**config.mk**
```make
export PLATFORM = sky130hd
export DESIGN_NAME = ast_top
export DESIGN_NICKNAME = d
export VERILOG_FILES = /design/src/include/ast_pkg.sv /design/src/rtl/ast_top.sv
export SDC_FILE = /design/constraint.sdc
export NUM_CORES = 1
export LEC_CHECK = 0
export BUFFER_PORTS_ARGS = -buffer_cell sky130_fd_sc_hd__buf_2
export CAP_MARGIN = 30
export CELL_PAD_IN_SITES_DETAIL_PLACEMENT = 1
export CELL_PAD_IN_SITES_GLOBAL_PLACEMENT = 1
export CORE_MARGIN = 8
export CORE_UTILIZATION = 45
export CTS_BUF_LIST = sky130_fd_sc_hd__clkbuf_16
export DETAILED_ROUTE_END_ITERATION = 6
export PLACE_DENSITY = 0.8
export SLEW_MARGIN = 20
export SYNTH_ARGS = -nofsm -noshare
export SYNTH_HDL_FRONTEND = slang
export SYNTH_SLANG_ARGS = --single-unit
```
**constraint.sdc**
```tcl
create_clock -name i_clk -period 10.4 [get_ports i_clk]
set_clock_uncertainty 0.05 [all_clocks]
set_input_delay 2.6 -clock i_clk [delete_from_list [all_inputs] [get_ports i_clk]]
set_output_delay 2.6 -clock i_clk [all_outputs]
set_load 0.1 [all_outputs]
```
**src/include/ast_pkg.sv**
```systemverilog
// Summary of operation
// - Data word is 8 bits with word-length bit clear, 9 when set.
// - Transmit line low for the whole start bit, high for the stop bit.
// - Transmit LSB first; ninth bit comes from the transmit-ninth-bit field.
// - Transmit-empty clears only on status read followed by data write.
// - Transmit-empty requests interrupt when enabled and global mask clear.
// - Data write during a frame goes to buffer, moved when frame ends.
// - Data write while idle loads shifter, starts, sets transmit-empty.
// - After stop bit with nothing pending set complete flag, interrupt if enabled.
// - Complete flag clears by the same status-read then data-write sequence.
// - Send-break keeps sending zero frames, then one extra high bit.
// - Enabling transmitter sends an idle frame; re-enable mid-frame drops buffer.
// - Receive LSB first; received ninth bit goes to bit 7 of the control field.
// - Enabling the receiver starts the hunt for a start bit.
// - Completed character moves to buffer, sets full flag, interrupt if enabled.
// - Full flag clears on status read followed by data read.
// - A received break counts as a framing error.
// - Idle frame after a character sets only the idle flag, idle-line interrupt if enabled.
// - Character into full buffer sets overrun, keeps buffer, interrupts if enabled.
// - Bit valid only when samples 8,9,10 agree, else noise flag with full.
// - False start bit discards frame, noise held for the next good frame.
// - Missing stop bit or break sets framing error, data still transferred.
// - Baud is clock over 16, common prescale 1/3/4/13, divider 1..128.
// - Nonzero fine prescale 1..255 further divides that direction's clock.
// - Sixteen samples per bit, resync at each start, majority of 8..10.
package ast_pkg;

  // ****************************************
  // Register map (byte addresses)
  // ****************************************
  localparam logic [4:0] ADR_DATA     = 5'h00;
  localparam logic [4:0] ADR_STATUS   = 5'h04;
  localparam logic [4:0] ADR_CTRL1    = 5'h08;
  localparam logic [4:0] ADR_CTRL2    = 5'h0C;
  localparam logic [4:0] ADR_BAUD     = 5'h10;
  localparam logic [4:0] ADR_RX_FINE  = 5'h14;
  localparam logic [4:0] ADR_TX_FINE  = 5'h18;

  // ****************************************
  // Field positions
  // ****************************************
  localparam int C1_WORD9 = 0;
  localparam int C1_T8    = 1;
  localparam int C1_R8    = 7;
  localparam int C2_SBK   = 0;
  localparam int C2_RE    = 2;
  localparam int C2_TE    = 3;
  localparam int C2_IDLE_LINE_IRQ_EN  = 4;
  localparam int C2_RIE   = 5;
  localparam int C2_TX_COMPLETE_IRQ_EN  = 6;
  localparam int C2_TIE   = 7;
  localparam int SR_FE    = 1;
  localparam int SR_NF    = 2;
  localparam int SR_OR    = 3;
  localparam int SR_IDLE  = 4;
  localparam int SR_RX_FULL_FLAG  = 5;
  localparam int SR_TC    = 6;
  localparam int SR_TX_EMPTY_FLAG  = 7;

  // ****************************************
  // Timing constants
  // ****************************************
  localparam logic [3:0] SUB_LAST   = 4'hF;  // Sample 16 of a bit
  localparam logic [3:0] SUB_S8     = 4'h7;
  localparam logic [3:0] SUB_S10    = 4'h9;
  localparam logic [3:0] BITS_8     = 4'hA;  // Start + 8 + stop
  localparam logic [3:0] BITS_9     = 4'hB;  // Start + 9 + stop
  localparam logic [3:0] PRE_1      = 4'h1;
  localparam logic [3:0] PRE_3      = 4'h3;
  localparam logic [3:0] PRE_4      = 4'h4;
  localparam logic [3:0] PRE_13     = 4'hD;
  localparam logic [1:0] RST_TXFLG  = 2'h3;  // Empty and complete at reset

  typedef enum logic {AST_RX_HUNT, AST_RX_FRAME} ast_rx_st_t;

  // ****************************************
  // Whole state of the block
  // ****************************************
  typedef struct packed {
    logic        ack;
    logic [31:0] dat;
    logic        irq;
    logic        txd;
    logic [7:0]  c1;
    logic [7:0]  c2;
    logic [7:0]  baud;
    logic [7:0]  rx_fine;
    logic [7:0]  tx_fine;
    logic        sr_seen;
    logic        tx_empty_flag;
    logic        tc;
    logic        rx_full_flag;
    logic        idle;
    logic        ovr;
    logic        nf;
    logic        fe;
    logic        r8;
    logic [7:0]  rx_holding_buffer;
    logic [7:0]  tx_holding_buffer;
    logic        tdr_full;
    logic        te_d;
    logic        idle_pend;
    logic        brk_sent;
    logic        tx_busy;
    logic [10:0] tx_sh;
    logic [3:0]  tx_cnt;
    logic [3:0]  tx_sub;
    logic [18:0] tx_div;
    logic [18:0] rx_div;
    ast_rx_st_t  rx_st;
    logic [3:0]  rx_sub;
    logic [3:0]  rx_bit;
    logic [2:0]  rx_hist;
    logic [1:0]  rx_smp;
    logic        rx_noise;
    logic        nf_pend;
    logic [8:0]  rx_sh;
    logic [7:0]  idle_cnt;
    logic        idle_armed;
  } ast_state_t;

endpackage

```
**src/rtl/ast_top.sv**
```systemverilog
`timescale 1ns/1ps
`default_nettype none
module ast_top
  import ast_pkg::*;
(
  input  wire logic        i_clk,
  input  wire logic        i_rstn,
  input  wire logic        i_wb_cyc,
  input  wire logic        i_wb_stb,
  input  wire logic        i_wb_we,
  input  wire logic [4:0]  i_wb_adr,
  input  wire logic [3:0]  i_wb_sel,
  input  wire logic [31:0] i_wb_dat,
  output logic      [31:0] o_wb_dat,
  output logic             o_wb_ack,
  input  wire logic        i_cpu_int_mask,
  input  wire logic        i_serial_rx_pin,
  output logic             o_serial_tx_pin,
  output logic             o_irq
);

  // ****************************************
  // State registers
  // ****************************************
  ast_state_t st_r;
  ast_state_t st_nxt;

  logic        acc;
  logic        wr_ok;
  logic        rd_data;
  logic        wr_data;
  logic [3:0]  pre;
  logic [18:0] tx_per;
  logic [18:0] rx_per;
  logic        tx_tick;
  logic        rx_tick;
  logic        word9;
  logic [3:0]  nbits;
  logic        pick;
  logic        maj;
  logic        dis;
  logic [8:0]  rx_word;
  logic [7:0]  idle_len;

  assign o_wb_ack        = st_r.ack;
  assign o_wb_dat        = st_r.dat;
  assign o_serial_tx_pin = st_r.txd;
  assign o_irq           = st_r.irq;

  // ****************************************
  // Next-state logic
  // ****************************************
  always_comb begin
    st_nxt  = st_r;
    word9   = st_r.c1[C1_WORD9];
    nbits   = word9 ? BITS_9 : BITS_8;
    idle_len = {nbits, 4'h0} - 8'h01;
    // Access takes effect on the edge where the master sees ack
    acc     = i_wb_cyc & i_wb_stb & st_r.ack;
    wr_ok   = acc & i_wb_we & i_wb_sel[0];
    rd_data = acc & !i_wb_we & (i_wb_adr == ADR_DATA);
    wr_data = wr_ok & (i_wb_adr == ADR_DATA);

    // Bus answer: one wait cycle, ack drops the cycle after it rose
    st_nxt.ack = i_wb_cyc & i_wb_stb & !st_r.ack;
    st_nxt.dat = 32'h0000_0000;
    case (i_wb_adr)
      ADR_DATA:    st_nxt.dat[7:0] = st_r.rx_holding_buffer;
      ADR_STATUS:  st_nxt.dat[7:0] = {st_r.tx_empty_flag, st_r.tc, st_r.rx_full_flag,
                                      st_r.idle, st_r.ovr, st_r.nf,
                                      st_r.fe, 1'b0};
      ADR_CTRL1:   st_nxt.dat[7:0] = {st_r.r8, st_r.c1[6:0]};
      ADR_CTRL2:   st_nxt.dat[7:0] = st_r.c2;
      ADR_BAUD:    st_nxt.dat[7:0] = st_r.baud;
      ADR_RX_FINE: st_nxt.dat[7:0] = st_r.rx_fine;
      ADR_TX_FINE: st_nxt.dat[7:0] = st_r.tx_fine;
      default:     st_nxt.dat = 32'h0000_0000;
    endcase

    // Register writes; software keeps baud fixed while enabled
    if (wr_ok) begin
      case (i_wb_adr)
        ADR_CTRL1:   st_nxt.c1 = {1'b0, i_wb_dat[6:0]};
        ADR_CTRL2:   st_nxt.c2 = i_wb_dat[7:0];
        ADR_BAUD:    st_nxt.baud = i_wb_dat[7:0];
        ADR_RX_FINE: st_nxt.rx_fine = i_wb_dat[7:0];
        ADR_TX_FINE: st_nxt.tx_fine = i_wb_dat[7:0];
        default:     st_nxt.c1 = st_nxt.c1;
      endcase
    end

    // Status read arms the clear; any data access consumes it
    if (acc && !i_wb_we && i_wb_adr == ADR_STATUS) begin
      st_nxt.sr_seen = 1'b1;
    end else if (acc && i_wb_adr == ADR_DATA) begin
      st_nxt.sr_seen = 1'b0;
    end
    if (wr_data && st_r.sr_seen) begin
      st_nxt.tx_empty_flag = 1'b0;
      st_nxt.tc   = 1'b0;
    end
    if (rd_data && st_r.sr_seen) begin
      st_nxt.rx_full_flag = 1'b0;
      st_nxt.ovr  = 1'b0;
      st_nxt.nf   = 1'b0;
      st_nxt.fe   = 1'b0;
      st_nxt.idle = 1'b0;
    end
    // A write always lands in the holding buffer first
    if (wr_data) begin
      st_nxt.tx_holding_buffer      = i_wb_dat[7:0];
      st_nxt.tdr_full = 1'b1;
    end

    // Baud generation: 16x tick every pre*2^sel*fine cycles
    case (st_r.baud[7:6])
      2'b00:   pre = PRE_1;
      2'b01:   pre = PRE_3;
      2'b10:   pre = PRE_4;
      default: pre = PRE_13;
    endcase
    tx_per = 19'(pre) * (19'h00001 << st_r.baud[5:3])
           * 19'((st_r.tx_fine == 8'h00) ? 8'h01 : st_r.tx_fine);
    rx_per = 19'(pre) * (19'h00001 << st_r.baud[2:0])
           * 19'((st_r.rx_fine == 8'h00) ? 8'h01 : st_r.rx_fine);
    tx_tick = st_r.c2[C2_TE] && (st_r.tx_div >= tx_per - 19'h00001);
    rx_tick = st_r.c2[C2_RE] && (st_r.rx_div >= rx_per - 19'h00001);
    st_nxt.tx_div = (tx_tick || !st_r.c2[C2_TE]) ? 19'h00000
                                                  : st_r.tx_div + 19'h00001;
    st_nxt.rx_div = (rx_tick || !st_r.c2[C2_RE]) ? 19'h00000
                                                  : st_r.rx_div + 19'h00001;

    // ****************************************
    // Transmitter
    // ****************************************
    st_nxt.te_d = st_r.c2[C2_TE];
    if (st_r.c2[C2_TE] && !st_r.te_d) begin
      st_nxt.idle_pend = 1'b1;
      if (st_r.tx_busy) begin
        st_nxt.tdr_full = 1'b0;
      end
    end
    pick = 1'b0;
    if (st_r.tx_busy && tx_tick) begin
      st_nxt.tx_sub = st_r.tx_sub + 4'h1;
      if (st_r.tx_sub == SUB_LAST) begin
        st_nxt.tx_sh  = {1'b1, st_r.tx_sh[10:1]};
        st_nxt.tx_cnt = st_r.tx_cnt - 4'h1;
        if (st_r.tx_cnt == 4'h1) begin
          pick = 1'b1;
          st_nxt.tx_busy = 1'b0;
        end
      end
    end else if (!st_r.tx_busy && st_r.c2[C2_TE]) begin
      pick = 1'b1;
    end
    // Choose the next frame; idle, then break, then data
    if (pick && st_r.c2[C2_TE]) begin
      st_nxt.tx_sub = 4'h0;
      st_nxt.tx_cnt = nbits;
      if (st_nxt.idle_pend) begin
        st_nxt.idle_pend = 1'b0;
        st_nxt.tx_busy   = 1'b1;
        st_nxt.tx_sh     = 11'h7FF;
      end else if (st_r.c2[C2_SBK]) begin
        st_nxt.brk_sent = 1'b1;
        st_nxt.tx_busy  = 1'b1;
        st_nxt.tx_sh    = 11'h000;
      end else if (st_r.brk_sent) begin
        st_nxt.brk_sent = 1'b0;
        st_nxt.tx_busy  = 1'b1;
        st_nxt.tx_cnt   = 4'h1;
        st_nxt.tx_sh    = 11'h7FF;
      end else if (st_r.tdr_full) begin
        st_nxt.tdr_full = wr_data;
        st_nxt.tx_busy  = 1'b1;
        st_nxt.tx_empty_flag     = 1'b1;
        // Start low, stop high; ninth bit from control field
        st_nxt.tx_sh = word9 ? {1'b1, st_r.c1[C1_T8], st_r.tx_holding_buffer, 1'b0}
                             : {2'b11, st_r.tx_holding_buffer, 1'b0};
      end else if (st_r.tx_busy) begin
        st_nxt.tc = 1'b1;
      end
    end else if (pick && st_r.tx_busy) begin
      st_nxt.tc = 1'b1;
    end
    // Line idles high whenever nothing is shifting
    st_nxt.txd = st_nxt.tx_busy ? st_nxt.tx_sh[0] : 1'b1;

    // ****************************************
    // Receiver
    // ****************************************
    maj = (st_r.rx_smp[0] & st_r.rx_smp[1])
        | (st_r.rx_smp[0] & i_serial_rx_pin)
        | (st_r.rx_smp[1] & i_serial_rx_pin);
    dis = !((st_r.rx_smp[0] == st_r.rx_smp[1])
         && (st_r.rx_smp[1] == i_serial_rx_pin));
    rx_word = word9 ? st_r.rx_sh : {1'b0, st_r.rx_sh[8:1]};
    if (!st_r.c2[C2_RE]) begin
      st_nxt.rx_st    = AST_RX_HUNT;
      st_nxt.rx_hist  = 3'h0;
      st_nxt.idle_cnt = 8'h00;
    end else if (rx_tick) begin
      case (st_r.rx_st)
        AST_RX_HUNT: begin
          st_nxt.rx_hist = {st_r.rx_hist[1:0], i_serial_rx_pin};
          // Full frame of ones is an idle character
          if (i_serial_rx_pin) begin
            st_nxt.idle_cnt = (st_r.idle_cnt == idle_len) ? 8'h00
                            : st_r.idle_cnt + 8'h01;
            if (st_r.idle_cnt == idle_len && st_r.idle_armed) begin
              st_nxt.idle       = 1'b1;
              st_nxt.idle_armed = 1'b0;
            end
          end else begin
            st_nxt.idle_cnt = 8'h00;
          end
          // Three highs then a low restarts the sample clock
          if (!i_serial_rx_pin && st_r.rx_hist == 3'h7) begin
            st_nxt.rx_st    = AST_RX_FRAME;
            st_nxt.rx_sub   = 4'h1;
            st_nxt.rx_bit   = 4'h0;
            st_nxt.rx_noise = 1'b0;
          end
        end
        AST_RX_FRAME: begin
          st_nxt.rx_sub = st_r.rx_sub + 4'h1;
          if (st_r.rx_sub >= SUB_S8) begin
            st_nxt.rx_smp = {st_r.rx_smp[0], i_serial_rx_pin};
          end
          // Samples 3, 5 and 7 of the start bit must be low
          if (st_r.rx_bit == 4'h0 && !st_r.rx_sub[0]
              && st_r.rx_sub < SUB_S8 && i_serial_rx_pin) begin
            st_nxt.rx_noise = 1'b1;
          end
          if (st_r.rx_sub == SUB_S10) begin
            if (dis) begin
              st_nxt.rx_noise = 1'b1;
            end
            if (st_r.rx_bit == 4'h0 && maj) begin
              // False start: drop frame, keep noise for later
              st_nxt.rx_st   = AST_RX_HUNT;
              st_nxt.nf_pend = 1'b1;
              st_nxt.rx_hist = 3'h0;
            end else if (st_r.rx_bit != 4'h0
                         && st_r.rx_bit < nbits - 4'h1) begin
              st_nxt.rx_sh = {maj, st_r.rx_sh[8:1]};
            end else if (st_r.rx_bit == nbits - 4'h1) begin
              st_nxt.rx_st      = AST_RX_HUNT;
              st_nxt.rx_hist    = maj ? 3'h7 : 3'h0;
              st_nxt.idle_armed = 1'b1;
              st_nxt.idle_cnt   = 8'h00;
              if (st_r.rx_full_flag) begin
                st_nxt.ovr = 1'b1;
              end else begin
                st_nxt.rx_full_flag    = 1'b1;
                st_nxt.rx_holding_buffer     = rx_word[7:0];
                st_nxt.r8      = rx_word[8];
                // Break or missing stop both give a framing error
                st_nxt.fe      = !maj;
                st_nxt.nf      = st_r.nf_pend | st_nxt.rx_noise;
                st_nxt.nf_pend = 1'b0;
              end
            end
          end
          if (st_r.rx_sub == SUB_LAST) begin
            st_nxt.rx_bit = st_r.rx_bit + 4'h1;
          end
        end
        default: st_nxt.rx_st = AST_RX_HUNT;
      endcase
    end

    // Single request gated by the CPU mask
    st_nxt.irq = !i_cpu_int_mask
      & ((st_nxt.tx_empty_flag & st_r.c2[C2_TIE])
       | (st_nxt.tc & st_r.c2[C2_TX_COMPLETE_IRQ_EN])
       | ((st_nxt.rx_full_flag | st_nxt.ovr) & st_r.c2[C2_RIE])
       | (st_nxt.idle & st_r.c2[C2_IDLE_LINE_IRQ_EN]));
  end

  // ****************************************
  // State register
  // ****************************************
  always_ff @(posedge i_clk or negedge i_rstn) begin
    if (!i_rstn) begin
      st_r         <= '0;
      st_r.txd     <= 1'b1;
      st_r.tx_empty_flag    <= RST_TXFLG[1];
      st_r.tc      <= RST_TXFLG[0];
      st_r.rx_st   <= AST_RX_HUNT;
    end else begin
      st_r <= st_nxt;
    end
  end

endmodule
`default_nettype wire

```
== Word-level counts from Yosys, hierarchy flattened ==
Cells that the tools add are included.

* Bits in latches: 0
* Bits in read-only memories: 0
* Bits in writable memories: 0
* Output and inout bits: 35
* Register bits after elaboration: 171
* Memories kept: 0
* Input port bits: 48

* $mul: 4
* Shift-type cells: 2
* $add $sub $neg: 11
* Bitwise operators: 28
* Div/mod/pow operators: 0
* Order comparisons: 5
* Equal/unequal tests: 34
* Multiplexer cells: 107
* Reduce and logical (&&, ||, !) cells: 58

{| class="wikitable"
|+ Operators with widths
! kind !! count
|-
| two-way mux 12 bit || 8
|-
| case mux 8 bit (7 select lines) || 1
|-
| two-way mux 1 bit || 53
|-
| two-way mux 9 bit || 5
|-
| two-way mux 20 bit || 2
|-
| two-way mux 8 bit || 5
|-
| adder 19 x 1 -> 19 bit, second input constant || 2
|-
| greater-or-equal comparator 19 bit || 2
|-
| multiplier 19 x 8 -> 19 bit || 2
|-
| multiplier 4 x 19 -> 19 bit || 2
|-
| two-way mux 19 bit || 2
|-
| << shifter 1 x 3 -> 19 bit, first input constant || 2
|-
| subtractor 19 x 1 -> 19 bit, second input constant || 2
|-
| two-way mux 34 bit || 1
|-
| two-way mux 14 bit || 2
|-
| case mux 12 bit (2 select lines) || 1
|-
| two-way mux 22 bit || 1
|-
| logical AND 1 bit || 20
|-
| two-way mux 10 bit || 2
|-
| two-way mux 18 bit || 1
|-
| two-way mux 3 bit || 6
|-
| case mux 9 bit (2 select lines) || 1
|-
| bitwise AND 1 bit || 16
|-
| zero test 8 bit || 2
|-
| other kinds (48) || 108
|}

== Longest topological paths before layout ==
Gate-level depths: netlist (run 1).

* Word-level depth: 24
* Mapped depth: 43

== Worst setup path before layout (run 1) ==
Ideal clock, no wire load.

* Kind: register -> register
* Start: register st_r[143] (netlist bit)
* End: register st_r[112] (netlist bit)
* Required time: 10216 ps
* Cell stages (with the launch flop): 40
* Arrival time: 9020 ps
* Slack: 1197 ps
* Library setup time: 134 ps
* Cells stage by stage: dfrtp_1 -> clkbuf_1 -> nand2b_1 -> clkbuf_1 -> nor3_1 -> fa_1 -> inv_1 -> fa_1 -> inv_1 -> fa_1 -> a21o_1 -> a21oi_1 -> nor2b_1 -> o21ai_0 -> nand2b_1 -> xor2_1 -> nand2_1 -> fa_1 -> [4 not listed] -> ha_1 -> and2_1 -> o21ai_0 -> o21ai_0 -> o41ai_1 -> o21bai_1 -> a21oi_1 -> xor2_1 -> ha_1 -> nand3_1 -> nor4_1 -> o221a_2 -> o21ai_2 -> or3_1 -> clkbuf_1 -> clkbuf_1 -> nand2_1 -> o21ai_0

* Longest elaborated chain between the ends: 8

{| class="wikitable"
|+ Ends and longest elaborated chain
! element !! line !! RTL
|-
| start, declared || ast_top.sv:25 || <nowiki>ast_state_t st_r;</nowiki>
|-
| start signal, assigned || ast_top.sv:293 || <nowiki>st_r <= st_nxt;</nowiki>
|-
| == test 2 bit (tied with other cells) || ast_top.sv:116 || <nowiki>case (st_r.baud[7:6])</nowiki>
|-
| case mux 4 bit (3 select lines) (*) || ast_top.sv:116 ||
|-
| multiplier 4 x 19 -> 19 bit (*) || ast_top.sv:124 || <nowiki>rx_per = 19'(pre) * (19'h00001 << st_r.baud[2:0])</nowiki>
|-
| multiplier 19 x 8 -> 19 bit (*) || ast_top.sv:125 || <nowiki>* 19'((st_r.rx_fine == 8'h00) ? 8'h01 : st_r.rx_fine);</nowiki>
|-
| subtractor 19 x 1 -> 19 bit (*) || ast_top.sv:127 || <nowiki>rx_tick = st_r.c2[C2_RE] && (st_r.rx_div >= rx_per - 19'h00001);</nowiki>
|-
| greater-or-equal comparator 19 bit (*) || ast_top.sv:127 ||
|-
| logical AND 1 bit (*) || ast_top.sv:127 ||
|-
| AND reduction 8 bit (no line) (*) || - ||
|}

Mark *: on every way between the ends. The rest lies on a longest branch, timed or not.
A chain may end at the register's enable or synchronous reset.

== Worst setup path in the final report (run 1) ==
* Start: register st_r[144] (netlist bit)
* End: register st_r[111] (netlist bit)

The elaborated chain is that of the path after synthesis.

==> results.cfg, run 1 <==
[outcome]
status = finished, final reports clean

[critical_path]
cpMaxStageDelayCell = fa_1
path_class = reg -> reg
worstPathMaxFanout = 20
crit_path_end_kind = flop
cp-start-kind = flop
cp.arrival_ps = 10160
crit_required_ps = 10680
slowest_delay_ps = 540

[power_and_ir_drop]
power.leakage_nw = 9.55
clockPowerShare_pct = 37.4
p_switching_mw = 0.568
swShare_pct = 32.9
p_per_area_nw_per_um2 = 89.3
combPwrFrac_pct = 22.7
vdd_drop_max_mv = 0.188
p_int_mw = 1.16
pwr-share-seq_pct = 39.9

[final_layout]
n_fill_cell = 4635
drive_above_1_share_pct = 10.8
n_antenna_cell = 0
syn2layout_area_growth_pct = 8.43
stdcell_count = 2533
seqCellArea_um2 = 4290
multi_input_area_um2 = 12200
fin_nets = 2373
post-route-util_pct = 49.0

[clocking]
cts_tree = built
htree_levels = 4
cts_buffers = 17
ctsRootBufferMaster = clkbuf_16
clockBufferDepth = 2
path_clk_slew_ps = 70
cts.sinks = 171
insertion_delay_ps = 460

[die]
initial_core_util_pct = 45.2
die-width_um = 215
dieArea_um2 = 46300
ioPinCount = 83
rows = 73
fp.coreArea_um2 = 39500
die_h_um = 215

[yosys]
synth_area_um2 = 17800
avgSynthCellArea_um2 = 9.11
synth_warnings = 0
ys_seq_elements = 171
async_reset_ff_share_pct = 100
yosysSeqAreaShare_pct = 24.0
ys.flop_type = dfrtp_1
synth_edf_count = 0
synthCells = 1959
yosys.cell_types.count = 81

[drt]
wire_per_inst_um = 18.2
drc_errors = 0
num_vias = 13900
viasPerCell = 5.48
drtAntennaViolNets = 0
wirelength_um = 46000
drtPass1Iterations = 6
drt_iter0_markers = 626

[timing]
hold_viol = 0
tightestPinTransition_ps = 782
period_share_pct = 95.0
report.final.slew_viol_count = 0
final-setup-viol-count = 0
fin_ws_ps = 518
slew_headroom_pct = 47.6
setup_tns_ps = 0
max_freq_mhz = 101
min_period_ps = 9880

[global_routing]
grt_overflow = 0
grt_max_degree = 100
grt_pass1_wl_um = 77900
grt_use_total_pct = 20.2
antenna_found_initial = 0
grt_pass1_vias = 15600

[place]
place_congestion = 0.811
port-buffer-count = 31
detailedPlace.worstSlack_ps = 178
dp_cells = 2495
place_hpwl_um = 35600

[run]
maxCapViolCount = 0

[min_path]
min_path_type = reg -> reg
-- flip-flops by register name, summed over array words and instances, names as in the netlist --
register / count
o_wb_ack: 1
st_r: 159
o_wb_dat: 8
st_nxt: 1
o_serial_tx_pin: 1
o_irq: 1
-- kinds of logic (layout without fill, tap and decap cells) --
| group | after synthesis | in the layout | share of synthesized area [%] |
|---|---|---|---|
| adder cells (fa/ha/maj) | 330 | 330 | 30.1 |
| AO/OA/AOI/OAI | 265 | 265 | 10.1 |
| XOR/XNOR | 79 | 79 | 4.03 |
| buffers and inverters | 362 | 388 | 8.37 |
| other | 1 | 24 | 0.0210 |
| flip-flops | 171 | 171 | 24.0 |
| AND/OR/NAND/NOR | 665 | 665 | 18.2 |
| multiplexers | 86 | 86 | 5.24 |
-- metrics by stage --
step / hold slack [ps] / power [mW] / area (um^2)
after floorplan: 399 / 0.980 / 17900
after global placement: 379 / 1.05 / 18600
after detailed placement: 392 / 1.07 / 18600
after CTS: 401 / 1.72 / 19200
after global routing: 419 / 1.81 / 19400
final: 401 / 1.73 / 19400
-- cell usage in the layout, fill, tap and decap left out, drive strengths merged, types with 12 or more instances in the layout --
cell type  synthesis  layout
inv              280     287
nand2            230     230
dfrtp            168     168
fa               166     166
ha               164     164
nor2             128     128
o21ai             76      76
buf               37      76
and2              74      74
mux2              60      60
nand3             53      53
a21oi             46      46
xor2              45      45
nor3              42      42
nand2b            34      34
xnor2             32      32
mux2i             26      26
and3              26      26
conb               1      24
nor2b             21      21
a22oi             21      21
clkbuf            45      17
a21o              16      16
or3               15      15
o21a              12      12
-- critical path: cells and delay by family (launching register included) --
family	cells	cell delay, ps
buffers and inverters	10	1010
and+or+nand+nor	8	1340
AOI/OAI and AO/OA	12	2300
xor gates and xnor gates	2	370
adders and majority gates	9	4200
DFF	1	480
-- cell usage after synthesis, types with 4 or more instances --
| cell | instances | area share (%) |
|---|---|---|
| a22oi_1 | 21 | 0.88 |
| o22ai_1 | 8 | 0.28 |
| o211ai_1 | 6 | 0.25 |
| a21oi_1 | 45 | 1.3 |
| o21ai_0 | 66 | 1.9 |
| a32o_1 | 4 | 0.22 |
| o21bai_1 | 7 | 0.29 |
| nor2b_1 | 21 | 0.74 |
| o31ai_1 | 7 | 0.29 |
| clkbuf_1 | 45 | 0.95 |
| ha_1 | 164 | 11 |
| nand2_1 | 230 | 4.8 |
| or2_2 | 8 | 0.28 |
| buf_4 | 33 | 1.4 |
| nand3_1 | 53 | 1.5 |
| o21ai_1 | 7 | 0.20 |
| or3_1 | 15 | 0.53 |
| mux2i_1 | 26 | 1.5 |
| and3_1 | 26 | 0.91 |
| mux2_2 | 60 | 3.8 |
| a31oi_1 | 8 | 0.28 |
| o21a_1 | 12 | 0.50 |
| inv_1 | 280 | 5.9 |
| nand4_1 | 8 | 0.28 |
| nor3_1 | 38 | 1.1 |
| nor4_1 | 7 | 0.25 |
| xor2_1 | 45 | 2.2 |
| a22o_1 | 4 | 0.20 |
| fa_1 | 166 | 19 |
| xnor2_1 | 32 | 1.6 |
| nand2b_1 | 34 | 1.2 |
| nor2_1 | 126 | 2.7 |
| a221oi_1 | 7 | 0.34 |
| dfrtp_1 | 168 | 24 |
| and2_1 | 74 | 2.6 |
| a21o_1 | 16 | 0.67 |
-- repair_timing --
item	CTS	global route
hold buffers	0	0
buffers inserted	0	4
gates resized for setup	0	19
endpoints found under the setup margin	0	111
-- power groups by stage --
stage,registers [mW],logic [mW],clock network [mW]
floorplan,0.699,0.282,0
global placement,0.701,0.353,0
detailed placement,0.702,0.370,0
CTS,0.689,0.379,0.656
global route,0.691,0.439,0.677
finish,0.690,0.392,0.645
-- layer usage --
metal | track usage (%) | vias up | part of all wire (%)
li1 | - | 6483 | -
met1 | 25.4 | 7129 | 44
met2 | 35.7 | 211 | 51
met3 | 2.88 | 70 | 2.9
met4 | 5.88 | 0 | 2.2
met5 | 0 | - | 0
-- path summary, 6_finish.rpt --
path                            from  slack [ps]   endpoint  depth (start not counted)
max                        st_r[144]         520  st_r[111]                         41
min                         o_wb_ack         400   o_wb_ack                          1
max reg2reg                st_r[144]         520  st_r[111]                         41
min reg2reg                 o_wb_ack         400   o_wb_ack                          1
max in group asynchronous     i_rstn        6920   st_r[36]                          4
min in group asynchronous     i_rstn        1920   st_r[65]                          1
-- layout make-up --
class,count,share of cell area [%]
inverters,280,5.43
repair buffers,76,2.81
well taps,525,3.39
multi-input cells,1449,63.2
clock inverters,15,0.808
clock buffers,17,2.20
flip-flops and latches,171,22.2
(Power assumes the default switching activity.)
==> run 2, diff against run 1 <==
--- a/config.mk
+++ b/config.mk
@@ -13,7 +13,8 @@
 export CORE_UTILIZATION = 45
 export CTS_BUF_LIST = sky130_fd_sc_hd__clkbuf_16
 export DETAILED_ROUTE_END_ITERATION = 6
-export PLACE_DENSITY = 0.8
+export PLACE_DENSITY = 0.87
+export RECOVER_POWER = 100
 export SLEW_MARGIN = 20
 export SYNTH_ARGS = -nofsm -noshare
 export SYNTH_HDL_FRONTEND = slang
==> results.cfg, run 2 (same netlist as run 1, synthesis figures left out) <==
[critical_path]
worstPathMaxFanout = 21
cp.arrival_ps = 10330
r2r_cells = 39
cp-start-kind = flop
slowest_delay_ps = 550
r2r-start = st_r[143]
path_delay_family = adder cells
rr_endpoint = st_r[112]
reg2reg_slack_ps = 330
startpoint = st_r[143]
path_buf_inv = 8
cpMaxStageDelayCell = fa_1
critPathMostFrequentCell = fa_1
crit_path_end_kind = flop
path_class = reg -> reg
crit_required_ps = 10660

[timing]
report.final.slew_viol_count = 114
max_freq_mhz = 99.3
min_period_ps = 10070
period_share_pct = 96.9
hold_viol = 0
final-setup-viol-count = 0
slew_headroom_pct = -184
fin_ws_ps = 327
tightestPinTransition_ps = 4260
finalHoldWorstSlack_ps = 392

[final_layout]
seqCellArea_um2 = 4290
largest_register_ffs = 159
top_register = st_r
post-route-util_pct = 48.7
fin_nets = 2371
final_common_cell = inv_1
multi_input_area_um2 = 12200
n_fill_cell = 4610
syn2layout_area_growth_pct = 7.57
drive_above_1_share_pct = 8.77
final_cell_mix = 282 x inv_1, 229 x nand2_1, 165 x fa_1, 164 x ha_1, 164 x dfrtp_1

[outcome]
status = complete, but fails checks
violations = max-capacitance violations, max-slew violations

[clocking]
hold_buffers = 0
clockBufferDepth = 2
ctsRootBufferMaster = clkbuf_16
cts_buffers = 17
htree_levels = 4
cts.sinks = 171
path_clk_slew_ps = 70
insertion_delay_ps = 460
cts_tree = built

[global_routing]
antenna_found_initial = 2
grt_pass1_vias = 16000
grt_use_total_pct = 21.5
grt_pass1_wl_um = 82300
grt_max_degree = 101
grt_overflow = 0

[drt]
num_vias = 14400
drt_iter0_markers = 841
drc_errors = 0
viasPerCell = 5.70
wirelength_um = 52800
wire_per_inst_um = 20.8
drtAntennaViolNets = 0
drtPass1Iterations = 5

[die]
rows = 73
initial_core_util_pct = 45.2
fp.coreArea_um2 = 39500
die-width_um = 215
die_h_um = 215
ioPinCount = 83
dieArea_um2 = 46300

[place]
port-buffer-count = 31
place_hpwl_um = 37400
place_congestion = 0.852
detailedPlace.worstSlack_ps = -108

[power_and_ir_drop]
p_per_area_nw_per_um2 = 87.8
combPwrFrac_pct = 23.2
clockPowerShare_pct = 35.8
p_int_mw = 1.12
p_total_mw = 1.69
swShare_pct = 33.3
p_switching_mw = 0.562
power.leakage_nw = 9.45
pwr-share-seq_pct = 41.0
vdd_drop_max_mv = 0.116

[min_path]
hold_end = o_wb_ack
min_path_type = reg -> reg
hp-start = o_wb_ack
min_delay_path_depth = 1

[run]
maxCapViolCount = 3
==> run 2: timing repair <==
item                       CTS  global route
setup endpoints to repair   24           112
setup buffers                0             7
pin swaps                    0             6
gates resized for setup      2            25
==> run 2: power by group through the flow <==
stage,logic [mW],registers (mW),clock network (mW)
floorplan,0.282,0.699,0
CTS,0.378,0.689,0.608
finish,0.391,0.690,0.604
global placement,0.349,0.700,0
global route,0.430,0.691,0.635
detailed placement,0.372,0.702,0
==> run 2: per-layer routing <==
layer | part of all wire (%) | global-route usage, %
met4 | 5.0 | 9.28
met1 | 39 | 25.6
met2 | 51 | 38.4
met5 | 0.023 | 0
met3 | 4.5 | 2.95
==> run 2: final cells by class <==
class / count / area share, %
multi-input combinational: 1449 / 63.7
sequential: 171 / 22.3
inverter: 280 / 5.47
tap: 525 / 3.42
timing repair buffer: 74 / 2.29
clock buffer: 17 / 2.22
clock inverter: 15 / 0.528
antenna: 1 / 0.0130
==> run 2: worst max path at each step <==
stage	endpoint	slack, ps	depth (start not counted)
global route	st_r[79]	-40	39
global placement	o_irq	340	35
CTS	st_r[8]	10	34
detailed placement	st_r[8]	-110	35
floorplan	st_r[112]	1200	39
finish	st_r[112]	330	39
==> run 2: per-stage QoR <==
step                      area (um^2)  std cells  setup TNS, ps
after CTS                       19100       2522              0
after global placement          18600       2489              0
final                           19200       2532              0
after global routing            19200       2532           -244
after detailed placement        18600       2490           -861
after floorplan                 17900       1982              0
==> run 2: worst register-to-register path: cells and delay by family, from the launching register on <==
| family | cells | cell delay, ps |
|---|---|---|
| DFF | 1 | 420 |
| xor gates and xnor gates | 2 | 560 |
| and+or+nand+nor | 7 | 1200 |
| buffers and inverters | 8 | 820 |
| AOI/OAI and AO/OA | 13 | 2660 |
| adders and majority gates | 9 | 4270 |
==> run 3, diff against run 2 <==
--- a/config.mk
+++ b/config.mk
@@ -9,12 +9,14 @@
 export CAP_MARGIN = 30
 export CELL_PAD_IN_SITES_DETAIL_PLACEMENT = 1
 export CELL_PAD_IN_SITES_GLOBAL_PLACEMENT = 1
+export CORE_ASPECT_RATIO = 1.2
 export CORE_MARGIN = 8
-export CORE_UTILIZATION = 45
+export CORE_UTILIZATION = 50
 export CTS_BUF_LIST = sky130_fd_sc_hd__clkbuf_16
 export DETAILED_ROUTE_END_ITERATION = 6
-export PLACE_DENSITY = 0.87
+export PLACE_DENSITY = 0.94
 export RECOVER_POWER = 100
+export REMOVE_ABC_BUFFERS = 1
 export SLEW_MARGIN = 20
 export SYNTH_ARGS = -nofsm -noshare
 export SYNTH_HDL_FRONTEND = slang
==> results.cfg, run 3 (same netlist as run 1, synthesis figures left out) <==
[drt]
num_vias = 16000
viasPerCell = 6.46
wirelength_um = 66500
drtAntennaViolNets = 0
drtPass1Iterations = 6
drc_errors = 0
drt_iter0_markers = 1349
wire_per_inst_um = 26.8

[place]
place_congestion = 0.853
dp_cells = 2433
placed_area_um2 = 18500
place_hpwl_um = 41700
port-buffer-count = 31

[timing]
tightestPinTransition_ps = 5020
slew_headroom_pct = -234
period_share_pct = 101
final-setup-viol-count = 2
fin_ws_ps = -59.9
max_freq_mhz = 95.6
min_period_ps = 10460
setup_tns_ps = -90.3
report.final.slew_viol_count = 143
hold_viol = 0

[clocking]
path_clk_slew_ps = 90
ctsRootBufferMaster = clkbuf_16
cts.sinks = 171
htree_levels = 4
clockBufferDepth = 2
cts_tree = built
insertion_delay_ps = 470
cts_buffers = 17

[global_routing]
grt_use_total_pct = 30.8
grt_pass1_wl_um = 102000
antenna_found_initial = 3
grt_max_degree = 91
grt_pass1_vias = 18100
grt_overflow = 0

[critical_path]
crit_required_ps = 10700
cp.arrival_ps = 10760
critPathCapture = st_r[50]
path_class = reg -> reg
crit_path_end_kind = flop
slowest_delay_ps = 560
rr_endpoint = st_r[50]
worstPathMaxFanout = 18
startpoint = st_r[137]
r2r-start = st_r[137]
critPathMostFrequentCell = fa_1
cp-start-kind = flop
r2r_cells = 37
reg2reg_slack_ps = -60
cpMaxStageDelayCell = fa_1

[final_layout]
final_cell_mix = 280 x inv_1, 228 x nand2_1, 166 x fa_1, 162 x dfrtp_1, 161 x ha_1
syn2layout_area_growth_pct = 9.07
largest_register_ffs = 159
fin_area_um2 = 19500
fin_nets = 2378
drive_above_1_share_pct = 10.9
top_register = st_r
seqCellArea_um2 = 4290
final_common_cell = inv_1
multi_input_area_um2 = 12400
n_fill_cell = 4059
stdcell_count = 2482

[die]
dieArea_um2 = 42000
ioPinCount = 83
fp.coreArea_um2 = 35600
die-width_um = 188
initial_core_util_pct = 50.2
rows = 76
die_h_um = 223

[min_path]
min_path_type = reg -> reg

[power_and_ir_drop]
p_int_mw = 1.18
clockPowerShare_pct = 37.6
power.leakage_nw = 9.58
swShare_pct = 36.1
combPwrFrac_pct = 24.9
p_per_area_nw_per_um2 = 94.9
vdd_drop_max_mv = 0.125
pwr-share-seq_pct = 37.4
p_switching_mw = 0.666

[outcome]
violations = max-capacitance violations, max-slew violations, negative setup slack
status = complete, but fails checks

[run]
maxCapViolCount = 3
-- run 3: what timing repair did --
action                     CTS  global route
hold buffers                 0             0
setup buffers                5            11
setup endpoints to repair   89            91
pin swaps                    2            11
resized for setup           19            52
-- run 3: worst min-delay path by stage --
stage	startpoint	to	slack [ps]	cells after the start
2_1_floorplan	st_r[112]	st_r[112]	400	2
3_3_place_gp	o_wb_ack	o_wb_ack	370	1
3_5_place_dp	o_wb_ack	o_wb_ack	390	1
4_1_cts	o_wb_ack	o_wb_ack	410	1
5_1_grt	o_wb_ack	o_wb_ack	430	1
6_report	o_wb_ack	o_wb_ack	410	1
-- run 3: final cells by class --
| cell class | instances | share of cell area [%] |
|---|---|---|
| multi-input combinational | 1449 | 63.7 |
| inverter | 280 | 5.40 |
| timing repair buffer | 81 | 2.64 |
| tap | 468 | 3.01 |
| antenna | 1 | 0.0129 |
| clock inverter | 15 | 1.02 |
| sequential | 171 | 22.0 |
| clock buffer | 17 | 2.19 |
-- run 3: routing by layer --
layer  vias up  part of all wire [%]  GRT usage, %
li1       6492                     -             -
met1      8016                    34          32.4
met2      1055                    50          53.5
met3       469                   7.3          6.48
met4         2                   9.3          22.8
met5         -                 0.020             0
-- run 3: metrics by stage --
stage / hold WS [ps] / util [%] / total power [mW] / setup WS [ps]
after CTS: 415 / 54.2 / 1.81 / 5.71
after floorplan: 399 / - / 0.970 / 812
after detailed placement: 386 / 52.0 / 1.09 / -178
after global routing: 429 / 54.7 / 1.90 / -266
final: 414 / 54.7 / 1.85 / -59.9
after global placement: 372 / 52.0 / 1.05 / 514
-- run 3: critical path: cells and delay by family (launching register included) --
kind / cells / cell delay, ps
AO/OA/AOI/OAI: 9 / 1780
buffers and inverters: 8 / 1320
adder cells (fa/ha/maj): 9 / 3960
AND/OR/NAND/NOR: 9 / 2160
flip-flops: 1 / 520
XOR/XNOR: 2 / 510
-- run 3: power groups by stage --
stage | Sequential [mW] | Combinational, mW | Clock (mW)
5_1_grt | 0.692 | 0.489 | 0.718
2_1_floorplan | 0.703 | 0.267 | 0
4_1_cts | 0.690 | 0.423 | 0.697
3_5_place_dp | 0.702 | 0.385 | 0
6_report | 0.692 | 0.460 | 0.695
3_3_place_gp | 0.700 | 0.349 | 0
